===== src/core/sdm_pkg.sv =====
// constants and types for the dual-mode command and limit selector
package sdm_pkg;
    localparam int VAL_W = 16;
    typedef logic signed [VAL_W-1:0] sdm_val_t;

    // mode codes of the configuration word
    localparam logic [7:0] MODE_PULSE_SPEED  = 8'h06;
    localparam logic [7:0] MODE_PULSE_TORQUE = 8'h07;
    localparam logic [7:0] MODE_SPEED_TORQUE = 8'h0a;

    typedef enum logic [1:0] {
        SDM_POSITION = 2'b00,
        SDM_SPEED    = 2'b01,
        SDM_TORQUE   = 2'b10
    } sdm_mode_e;

    // parameter port map
    localparam logic [15:0] ANALOG_PROBE_OUTPUT_SELECT_OFS = 16'h0006;
    localparam logic [15:0] ANALOG_PROBE_OUTPUT_SELECT_RST = 16'h0000;
    localparam int          PROBE_CH1_LSB                 = 0;
    localparam int          PROBE_CH2_LSB                 = 4;
    localparam logic [2:0]  PROBE_LAST_VALID              = 3'h5;

    // limit enable field positions
    localparam int LIM_SPEED_EN_BIT  = 0;
    localparam int LIM_TORQUE_EN_BIT = 1;
endpackage


===== src/core/sdm_src_if.sv =====
// command source selection bundle between selector and source mux
`timescale 1ns/1ns
interface sdm_src_if;
    logic [1:0]       sel;
    sdm_pkg::sdm_val_t analog;
    sdm_pkg::sdm_val_t preset1;
    sdm_pkg::sdm_val_t preset2;
    sdm_pkg::sdm_val_t preset3;
    sdm_pkg::sdm_val_t value;

    modport user (output sel, output analog, output preset1, output preset2,
                  output preset3, input value);
    modport mux  (input sel, input analog, input preset1, input preset2,
                  input preset3, output value);
endinterface


===== src/core/sdm_cmd_src.sv =====
// analog or preset command source multiplexer
`timescale 1ns/1ns
module sdm_cmd_src (
    sdm_src_if.mux src
);
    // both selects low takes the analog input; no zero variant in dual modes
    always_comb begin
        case (src.sel)
            2'b00:   src.value = src.analog;
            2'b01:   src.value = src.preset1;
            2'b10:   src.value = src.preset2;
            2'b11:   src.value = src.preset3;
            default: src.value = src.analog;
        endcase
    end
endmodule // sdm_cmd_src


===== src/core/sdm_mode_sel.sv =====
// dual-mode control selection with speed and torque limit paths
`timescale 1ns/1ns
module sdm_mode_sel (
    // clock and reset
    input  wire logic              clk,
    input  wire logic              rst_n,
    // parameter port
    input  wire logic              par_wr,
    input  wire logic [15:0]       par_addr,
    input  wire logic [15:0]       par_wdata,
    output logic      [15:0]       par_rdata,
    // configuration
    input  wire logic [7:0]        mode_code,
    input  wire logic [1:0]        limit_enable_config,
    input  wire logic [15:0]       max_speed_clamp,
    // digital inputs
    input  wire logic              sel_speed_pos,
    input  wire logic              sel_speed_torque,
    input  wire logic              sel_torque_pos,
    input  wire logic [1:0]        speed_source_sel,
    input  wire logic [1:0]        torque_source_sel,
    // command sources
    input  wire logic [15:0]       pulse_pos_cmd,
    input  wire sdm_pkg::sdm_val_t analog_speed,
    input  wire sdm_pkg::sdm_val_t analog_torque,
    input  wire sdm_pkg::sdm_val_t speed_preset1,
    input  wire sdm_pkg::sdm_val_t speed_preset2,
    input  wire sdm_pkg::sdm_val_t speed_preset3,
    input  wire sdm_pkg::sdm_val_t torque_preset1,
    input  wire sdm_pkg::sdm_val_t torque_preset2,
    input  wire sdm_pkg::sdm_val_t torque_preset3,
    // selected mode and commands
    output sdm_pkg::sdm_mode_e     active_mode,
    output logic                   mode_code_ok,
    output logic      [15:0]       pos_cmd,
    output sdm_pkg::sdm_val_t      speed_cmd,
    output sdm_pkg::sdm_val_t      torque_cmd,
    output sdm_pkg::sdm_val_t      speed_limit,
    output logic                   speed_limit_act,
    output sdm_pkg::sdm_val_t      torque_limit,
    output logic                   torque_limit_act,
    // analog probe selection
    output logic      [2:0]        probe_ch1_sel,
    output logic      [2:0]        probe_ch2_sel,
    output logic                   probe_ch1_valid,
    output logic                   probe_ch2_valid
);
    sdm_src_if spd_src ();
    sdm_src_if trq_src ();

    sdm_cmd_src u_spd_src (
        .src (spd_src)
    );
    sdm_cmd_src u_trq_src (
        .src (trq_src)
    );

    // the limit path shares the command mux, so one pair of selects serves both
    assign spd_src.sel     = speed_source_sel;
    assign spd_src.analog  = analog_speed;
    assign spd_src.preset1 = speed_preset1;
    assign spd_src.preset2 = speed_preset2;
    assign spd_src.preset3 = speed_preset3;
    assign trq_src.sel     = torque_source_sel;
    assign trq_src.analog  = analog_torque;
    assign trq_src.preset1 = torque_preset1;
    assign trq_src.preset2 = torque_preset2;
    assign trq_src.preset3 = torque_preset3;

    // symmetric clamp to the maximum speed magnitude
    function automatic sdm_pkg::sdm_val_t clamp_speed(input sdm_pkg::sdm_val_t v,
                                                      input logic [15:0] lim);
        logic signed [16:0] pos_lim;
        logic signed [16:0] neg_lim;
        logic signed [16:0] wide;
        pos_lim = {1'b0, lim};
        neg_lim = -pos_lim;
        wide    = {v[15], v};
        if (wide > pos_lim) begin
            wide = pos_lim;
        end else if (wide < neg_lim) begin
            wide = neg_lim;
        end
        // a limit above the signed range saturates at the extreme
        if (wide > 17'sd32767) begin
            wide = 17'sd32767;
        end else if (wide < -17'sd32768) begin
            wide = -17'sd32768;
        end
        clamp_speed = wide[15:0];
    endfunction

    // codes outside the three dual modes fall back to position control
    function automatic logic is_dual_code(input logic [7:0] code);
        is_dual_code = (code == sdm_pkg::MODE_PULSE_SPEED)
                       || (code == sdm_pkg::MODE_PULSE_TORQUE)
                       || (code == sdm_pkg::MODE_SPEED_TORQUE);
    endfunction

    // probe select register
    // only the low two digits drive selects; the upper byte is kept for readback
    logic [15:0] probe_word_ff;
    logic [15:0] nxt_probe_word;

    always_comb begin
        nxt_probe_word = probe_word_ff;
        if (par_wr && par_addr == sdm_pkg::ANALOG_PROBE_OUTPUT_SELECT_OFS) begin
            nxt_probe_word = par_wdata;
        end
    end

    always_ff @(posedge clk) begin
        if (!rst_n) begin
            probe_word_ff <= sdm_pkg::ANALOG_PROBE_OUTPUT_SELECT_RST;
        end else begin
            probe_word_ff <= nxt_probe_word;
        end
    end

    // unmapped offsets read zero
    assign par_rdata = (par_addr == sdm_pkg::ANALOG_PROBE_OUTPUT_SELECT_OFS)
                       ? probe_word_ff : 16'h0000;

    // top bit of each digit is ignored; 6 and 7 are reserved codes
    assign probe_ch1_sel   = probe_word_ff[sdm_pkg::PROBE_CH1_LSB +: 3];
    assign probe_ch2_sel   = probe_word_ff[sdm_pkg::PROBE_CH2_LSB +: 3];
    assign probe_ch1_valid = probe_ch1_sel <= sdm_pkg::PROBE_LAST_VALID;
    assign probe_ch2_valid = probe_ch2_sel <= sdm_pkg::PROBE_LAST_VALID;

    // mode and command selection, all updated in one edge
    sdm_pkg::sdm_mode_e mode_ff;
    sdm_pkg::sdm_mode_e nxt_mode;
    logic               code_ok_ff;
    logic               nxt_code_ok;
    logic [15:0]        pos_ff;
    logic [15:0]        nxt_pos;
    sdm_pkg::sdm_val_t  spd_ff;
    sdm_pkg::sdm_val_t  nxt_spd;
    sdm_pkg::sdm_val_t  trq_ff;
    sdm_pkg::sdm_val_t  nxt_trq;
    sdm_pkg::sdm_val_t  slim_ff;
    sdm_pkg::sdm_val_t  nxt_slim;
    logic               slim_act_ff;
    logic               nxt_slim_act;
    sdm_pkg::sdm_val_t  tlim_ff;
    sdm_pkg::sdm_val_t  nxt_tlim;
    logic               tlim_act_ff;
    logic               nxt_tlim_act;

    always_comb begin
        nxt_code_ok = is_dual_code(mode_code);
        case (mode_code)
            sdm_pkg::MODE_PULSE_SPEED:
                nxt_mode = sel_speed_pos ? sdm_pkg::SDM_SPEED
                                         : sdm_pkg::SDM_POSITION;
            sdm_pkg::MODE_PULSE_TORQUE:
                nxt_mode = sel_torque_pos ? sdm_pkg::SDM_TORQUE
                                          : sdm_pkg::SDM_POSITION;
            sdm_pkg::MODE_SPEED_TORQUE:
                nxt_mode = sel_speed_torque ? sdm_pkg::SDM_TORQUE
                                            : sdm_pkg::SDM_SPEED;
            default: begin
                // other codes are not dual modes; hold the safe position mode
                nxt_mode = sdm_pkg::SDM_POSITION;
            end
        endcase

        // target holds outside position mode; a return to position mode loads the current pulse_pos_cmd
        nxt_pos = (nxt_mode == sdm_pkg::SDM_POSITION) ? pulse_pos_cmd : pos_ff;
        nxt_spd = (nxt_mode == sdm_pkg::SDM_SPEED)
                  ? clamp_speed(spd_src.value, max_speed_clamp)
                  : '0;
        nxt_trq = (nxt_mode == sdm_pkg::SDM_TORQUE) ? trq_src.value : '0;

        nxt_slim_act = (nxt_mode == sdm_pkg::SDM_TORQUE)
                       && limit_enable_config[sdm_pkg::LIM_SPEED_EN_BIT];
        // without a speed limit the clamp still bounds torque-mode speed
        nxt_slim = nxt_slim_act ? clamp_speed(spd_src.value, max_speed_clamp)
                                : clamp_speed(16'sh7fff, max_speed_clamp);

        nxt_tlim_act = (nxt_mode != sdm_pkg::SDM_TORQUE)
                       && limit_enable_config[sdm_pkg::LIM_TORQUE_EN_BIT];
        // a disabled limit reads zero so no stale torque ceiling is left behind
        nxt_tlim = nxt_tlim_act ? trq_src.value : '0;
    end

    // one register bank, so mode and commands never disagree for a cycle
    always_ff @(posedge clk) begin
        if (!rst_n) begin
            mode_ff     <= sdm_pkg::SDM_POSITION;
            code_ok_ff  <= 1'b0;
            pos_ff      <= '0;
            spd_ff      <= '0;
            trq_ff      <= '0;
            slim_ff     <= '0;
            slim_act_ff <= 1'b0;
            tlim_ff     <= '0;
            tlim_act_ff <= 1'b0;
        end else begin
            mode_ff     <= nxt_mode;
            code_ok_ff  <= nxt_code_ok;
            pos_ff      <= nxt_pos;
            spd_ff      <= nxt_spd;
            trq_ff      <= nxt_trq;
            slim_ff     <= nxt_slim;
            slim_act_ff <= nxt_slim_act;
            tlim_ff     <= nxt_tlim;
            tlim_act_ff <= nxt_tlim_act;
        end
    end

    assign active_mode      = mode_ff;
    assign mode_code_ok     = code_ok_ff;
    assign pos_cmd          = pos_ff;
    assign speed_cmd        = spd_ff;
    assign torque_cmd       = trq_ff;
    assign speed_limit      = slim_ff;
    assign speed_limit_act  = slim_act_ff;
    assign torque_limit     = tlim_ff;
    assign torque_limit_act = tlim_act_ff;
endmodule // sdm_mode_sel


===== config.mk =====
export PLATFORM = sky130hd
export DESIGN_NAME = sdm_mode_sel
export DESIGN_NICKNAME = d
export VERILOG_FILES = /design/src/core/sdm_pkg.sv /design/src/core/sdm_src_if.sv /design/src/core/sdm_cmd_src.sv /design/src/core/sdm_mode_sel.sv
export SDC_FILE = /design/constraint.sdc
export NUM_CORES = 1
export LEC_CHECK = 0
export BUFFER_PORTS_ARGS = -buffer_cell sky130_fd_sc_hd__buf_4
export CAP_MARGIN = 15
export CORE_MARGIN = 2
export CORE_UTILIZATION = 41
export DETAILED_ROUTE_END_ITERATION = 16
export PLACE_DENSITY = 0.76
export SYNTH_ARGS = -nofsm -noshare
export SYNTH_HDL_FRONTEND = slang
export SYNTH_SLANG_ARGS = --single-unit

===== constraint.sdc =====
create_clock -name clk -period 7.12 [get_ports clk]
set_input_delay 0.712 -clock clk [delete_from_list [all_inputs] [get_ports clk]]
set_output_delay 0.712 -clock clk [all_outputs]
set_load 0.01 [all_outputs]

# Yosys cells after proc, flatten, opt, wreduce, memory -nomap -nowiden
# Cells that the tools add are included.
# totals
out_inout_bits	109
word_cells	61
in_bits	212
regBits	101
# classes
n_reduce_logical	11
eq_ne	13
muxes	16
magnitude_cmp	10
addsub	1
# op_table
operator	n
$pmux 16 s4	2
$mux 16	6
$mux 17	4
$gt 17x16->1 const B	2
$lt 17x16->1 const B	2
$gt 16x17->1	1
$lt 16x17->1	1
$lt 16x17->1 const A	1
$neg 16->17	1
$eq 16x3->1 const B	1
$eq 8x3->1 const B	2
$gt 15x16->1 const A	1
$eq 2x2->1 const B	5
$eq 8x4->1 const B	1
$eq 2x1->1 const B	3
$le 3x3->1 const B	2
$logic_not 2->1	3
$pmux 2 s3	1
$reduce_and 2->1	3
$mux 2	2
$logic_and 1x1->1	3
$logic_or 1x1->1	2
$ne 2x2->1 const B	1
$mux 1	1

# Depth between registers and ports, before layout
# logic_depth
ltp_word	9
ltp_mapped	19
ltp_nobuf	16

# Modules after synthesis
# A second synthesis with hierarchy kept.
# unflattened
cells_unflattened	591
area_unflattened_um2	5785.5
# modules_own_cells
mod	cells_each	seq_area_each_um2	area_each_um2	n_inst
sdm_mode_sel	551	2021.9	4937.2	1
sdm_cmd_src	20	0.0	424.2	2

# Least setup slack after synthesis
# OpenSTA, ideal clock, no wires.
# synth_path
path_type	input port to flip-flop
startpoint	input max_speed_clamp[2]
endpoint	register spd_ff[0], in the netlist speed_cmd[0]
setup_slack_ns	2.478
stages	17
arrival_time_ns	4.504
cell_sequence	buf_2 -> nor4_2 -> nand3_1 -> o31a_1 -> nor2_1 -> inv_1 -> ha_1 -> nand4_2 -> or4_1 -> a31o_1 -> and3_1 -> buf_6 -> or4_4 -> and3_4 -> buf_6 -> a32oi_2 -> a21oi_1
# synth_via
elab_chain_cells	7
# synth_rtl
item	line_no	text
from (decl)	sdm_mode_sel.sv:15	input wire logic [15:0] max_speed_clamp,
$neg 16->17	sdm_mode_sel.sv:77	neg_lim = -pos_lim;
$lt 16x17->1	sdm_mode_sel.sv:81	end else if (wide < neg_lim) begin
$mux 17	sdm_mode_sel.sv:81	
$mux 17 *	sdm_mode_sel.sv:79	if (wide > pos_lim) begin
$lt 17x16->1	sdm_mode_sel.sv:87	end else if (wide < -17'sd32768) begin
$mux 16	sdm_mode_sel.sv:87	
$mux 16 *	n/a	
to (signal assigned)	sdm_mode_sel.sv:203	spd_ff <= nxt_spd;
to (decl)	sdm_mode_sel.sv:137	sdm_pkg::sdm_val_t spd_ff;
# Mark *: on every way between the ends. The rest lies on a longest branch, timed or not.
# A chain may end at the register's enable or synchronous reset.

# Final worst setup path
# layout_path
startpoint	input max_speed_clamp[1]
endpoint	register slim_ff[12], in the netlist speed_limit[12]
# layout_via
elab_chain_cells	8
# layout_rtl
item	line_no	text
$neg 16->17	sdm_mode_sel.sv:77	
$lt 16x17->1	sdm_mode_sel.sv:81	
$mux 17	sdm_mode_sel.sv:81	
$mux 17	sdm_mode_sel.sv:79	
$lt 17x16->1	sdm_mode_sel.sv:87	
$mux 16	sdm_mode_sel.sv:87	
$mux 16	sdm_mode_sel.sv:85	if (wide > 17'sd32767) begin
$mux 16 *	sdm_mode_sel.sv:178	nxt_slim = nxt_slim_act ? clamp_speed(spd_src.value, max_speed_clamp)
to (signal assigned)	sdm_mode_sel.sv:205	slim_ff <= nxt_slim;
to (decl)	sdm_mode_sel.sv:141	sdm_pkg::sdm_val_t slim_ff;
# Marked as above.

==> metrics.md <==
| Metric | Value |
|---|---|
| Status | complete, no violations |
| Antenna Nets Post-Route | 0 |
| Clk Latency, worst-skew pair | 0.34 ns |
| Crit path time final | 5.484 ns |
| Sequential share of power | 40.2% |
| Tightest Hold Check Type | flop to flop |
| Core Footprint | 14420 um2 |
| Max-Cap Viols | 0 |
| Yosys reg bits | 101 |
| Grt ovf | 0 |
| RSZ-0062 raised after global routing | no |
| # rows | 44 |
| WP data arrival | 5.70 ns |
| Total power | 1.461 mW |
| Die area | 15600 um2 |
| Largest net degree at the start of global routing | 47 |
| # setup viols final | 0 |
| H-tree levels | 3 |
| Minimum setup slack after placement | 1.414 ns |
| Reg2Reg Depth | 2 |
| Worst-Margin Slew | 1.074 ns |
| Post-layout nets | 1169 |
| Post CTS Setup Buffer Count | 0 |
| Top FF cell, synth | dfxtp_1 |
| Setup Crit Path Kind | primary input to flop |
| Mapped Nets | 878 |
| Psw | 0.4296 mW |
| Die width | 124.9 um |
| Tot GR Track Use | 25.72% |
| Worst Slack Setup Final | 1.636 ns |
| Post-Syn Area | 5992 um2 |
| Initial Util | 41.54% |
| Area grow syn2layout | 45.92% |
| Number of CTS-inserted buffers | 9 |
| CTS tree | yes |
| Seq/Total Area, Yosys | 33.74% |
| DRT Wirelength | 20480 um |
| Logic pwr share | 26.8% |
| Final hold violations | 0 |
| First-pass GRT wire length | 31780 um |
| Yosys warning count | 0 |
| CP Launch Type | primary input |
| Vias/cell | 5.402 |
| DRT iter0 DRCs | 458 |
| VDD IR-drop max | 0.0001065 V |
| Routed len/inst | 18.42 um |
| Internal | 1.031 mW |
| Placer Congestion | 0.9982 |
| Total clock sinks | 101 |
| Clock skew | 0 ns |
| Synth cell types | 69 |
| Initial antenna violation count | 0 |
| Antenna fix cells | 0 |
| Share of layout cells above drive strength 1 | 42.46% |
| Ys async rst share | 0% |
| Filler Cell Count | 1306 |
| Residual DRC count | 0 |
| Fmax | 182.3 MHz |
| I/O pin cnt | 321 |
| Power Dens Cells | 167.1 nW/um2 |
| Headroom to the max-slew limit | 28.37% |
| Final period util | 77.03% |
| Detailed Place HPWL | 16890 um |
| Post_cts resized | 0 |
| Post-synth EDFFs | 0 |
| Die extent in y | 124.9 um |
| Setup TNS Final | 0 ns |
| Sw Share | 29.40% |
| Hold-fix buffers at CTS | 0 |
| Cells after synthesis | 632 |
| DR vias | 6007 |
| Clk pwr share | 33.0% |
| Drt first pass iters | 5 |
| CP required | 7.34 ns |
| Clock slew at reported path FFs | 0.07 ns |
| Crit path max fanout | 18 |
| Worst Hold Depth | 2 |
| Clock buffer depth | 2 |
| Leakage | 4.098 nW |
| Pins Over Slew Limit | 0 |
| Vias in the first global route | 5716 |
| CTS root buf | clkbuf_16 |
| Worst setup EP type | flop |
| Syn avg cell area | 9.481 um2 |
| # port buffers | 320 |
-- path summary, 6_finish.rpt --
| check | endpoint | from | slack [ns] |
|---|---|---|---|
| setup reg to reg | probe_word_ff[1] | probe_word_ff[1] | 6.43 |
| hold reg to reg | probe_word_ff[10] | probe_word_ff[10] | 0.46 |
| setup / recovery | speed_limit[12] | max_speed_clamp[1] | 1.64 |
| hold / removal | probe_word_ff[10] | probe_word_ff[10] | 0.46 |
-- layout make-up --
type                       instances  area [um2]  share of cell area (%)
sequential                       101        2022                   23.13
clock buffer                       9       225.2                   2.576
multi-input combinational        456        3640                   41.63
tap                              184       230.2                   2.633
inverter                          31       116.4                   1.331
timing repair buffer             324        2432                   27.82
clock inverter                     7       77.57                  0.8872
-- synth_stat cells (all sizes together) (2+ instances only) --
| master | instances | area [um2] |
|---|---|---|
| dfxtp | 101 | 2022 |
| o2111a | 2 | 22.52 |
| nor2b | 21 | 131.4 |
| and4 | 5 | 43.79 |
| nand3 | 15 | 75.07 |
| o31ai | 12 | 90.09 |
| and2 | 53 | 334.1 |
| a21oi | 35 | 175.2 |
| o31a | 3 | 26.28 |
| a2111oi | 2 | 17.52 |
| nor3b | 3 | 27.52 |
| nor4 | 9 | 62.56 |
| nor3 | 10 | 50.05 |
| ha | 34 | 425.4 |
| mux4 | 32 | 720.7 |
| a211o | 2 | 17.52 |
| clkbuf | 29 | 108.9 |
| nor2 | 24 | 90.09 |
| xnor2 | 11 | 115.1 |
| mux2i | 21 | 210.2 |
| buf | 15 | 108.9 |
| o32ai | 2 | 17.52 |
| a41o | 2 | 20.02 |
| a31oi | 5 | 31.28 |
| or4 | 2 | 18.77 |
| inv | 30 | 112.6 |
| and3 | 5 | 36.28 |
| nand2 | 59 | 221.5 |
| o22ai | 2 | 12.51 |
| a211oi | 7 | 57.55 |
| nand4 | 7 | 50.05 |
| a31o | 2 | 17.52 |
| mux2 | 8 | 90.09 |
| nand2b | 3 | 18.77 |
| nor4b | 2 | 17.52 |
| a21boi | 17 | 127.6 |
| or3 | 3 | 18.77 |
| o21ai | 20 | 103.9 |
-- worst max-delay path, cell delays in order --
cell and delay, ns:
buf_4 0.14, inv_1 0.08, ha_1 0.22, nor3b_2 0.57, nand3_1 0.19, nor2_1 0.28
nand2_1 0.12, inv_1 0.17, ha_1 0.57, nand4_2 0.18, or4_1 0.54, a31o_1 0.20
and3_1 0.38, xnor2_4 0.60, mux2_2 0.42, o32ai_1 0.23, nor2_1 0.07
-- through the flow --
stage	utilization (%)	instance area [um2]	hold slack [ns]	cells
after floorplan	-	5992	0.4388	632
after detailed placement	58.52	8441	0.4538	1096
after CTS	60.62	8743	0.4636	1112
after global routing	60.62	8743	0.4932	1112
after global placement	58.52	8441	0.4466	1096
final	60.62	8743	0.4586	1112
-- logic make-up (layout without fill, tap and decap cells) --
logic type      after synthesis  count (layout)  share of synthesized area [%]
fa+ha+maj                    34              34                          7.100
flops                       101             101                          33.74
buf+inv                      75             371                          5.575
xor+xnor                     12              12                          2.067
compound gates              125             125                          14.14
mux                          61              61                          17.04
simple gates                224             224                          20.34
-- power by group through the flow --
| stage | Clock, mW | Combinational, mW | Sequential (mW) |
|---|---|---|---|
| floorplan | 0 | 0.210 | 0.607 |
| global placement | 0 | 0.385 | 0.599 |
| finish | 0.482 | 0.392 | 0.587 |
| detailed placement | 0 | 0.388 | 0.600 |
| CTS | 0.495 | 0.390 | 0.587 |
| global route | 0.522 | 0.426 | 0.588 |
-- cell usage in the layout (no fill, tap or decap), types with 5 or more instances in the layout --
cell,netlist,final
nand4_1,6,6
clkbuf_16,0,9
xnor2_1,10,10
a21oi_1,35,35
o31ai_1,12,12
a211oi_1,6,6
buf_4,7,324
nor4_1,8,8
ha_1,34,34
o21ai_0,17,17
inv_1,30,30
a21boi_0,17,17
nand3_1,15,15
nor3_1,10,10
and4_1,5,5
nand2_1,59,59
nor2_1,24,24
and2_1,52,52
a31oi_1,5,5
nor2b_1,21,21
mux4_2,32,32
mux2_2,8,8
mux2i_1,21,21
dfxtp_1,101,101
-- registers in the layout (all words and copies together), names as in the netlist --
signal and flops:
active_mode 2, mode_code_ok 1, pos_cmd 16, probe_word_ff 16, speed_cmd 16, speed_limit 16
speed_limit_act 1, torque_cmd 16, torque_limit 16, torque_limit_act 1
-- per-layer routing --
metal	part of all wire [%]	wire, um	global-route usage, %
met4	2.4	498	8.105
met5	0	0	0
met2	49	10030	43.43
met3	7.8	1603	5.326
met1	41	8351	33.09
Power figures use the tool's default switching activity.
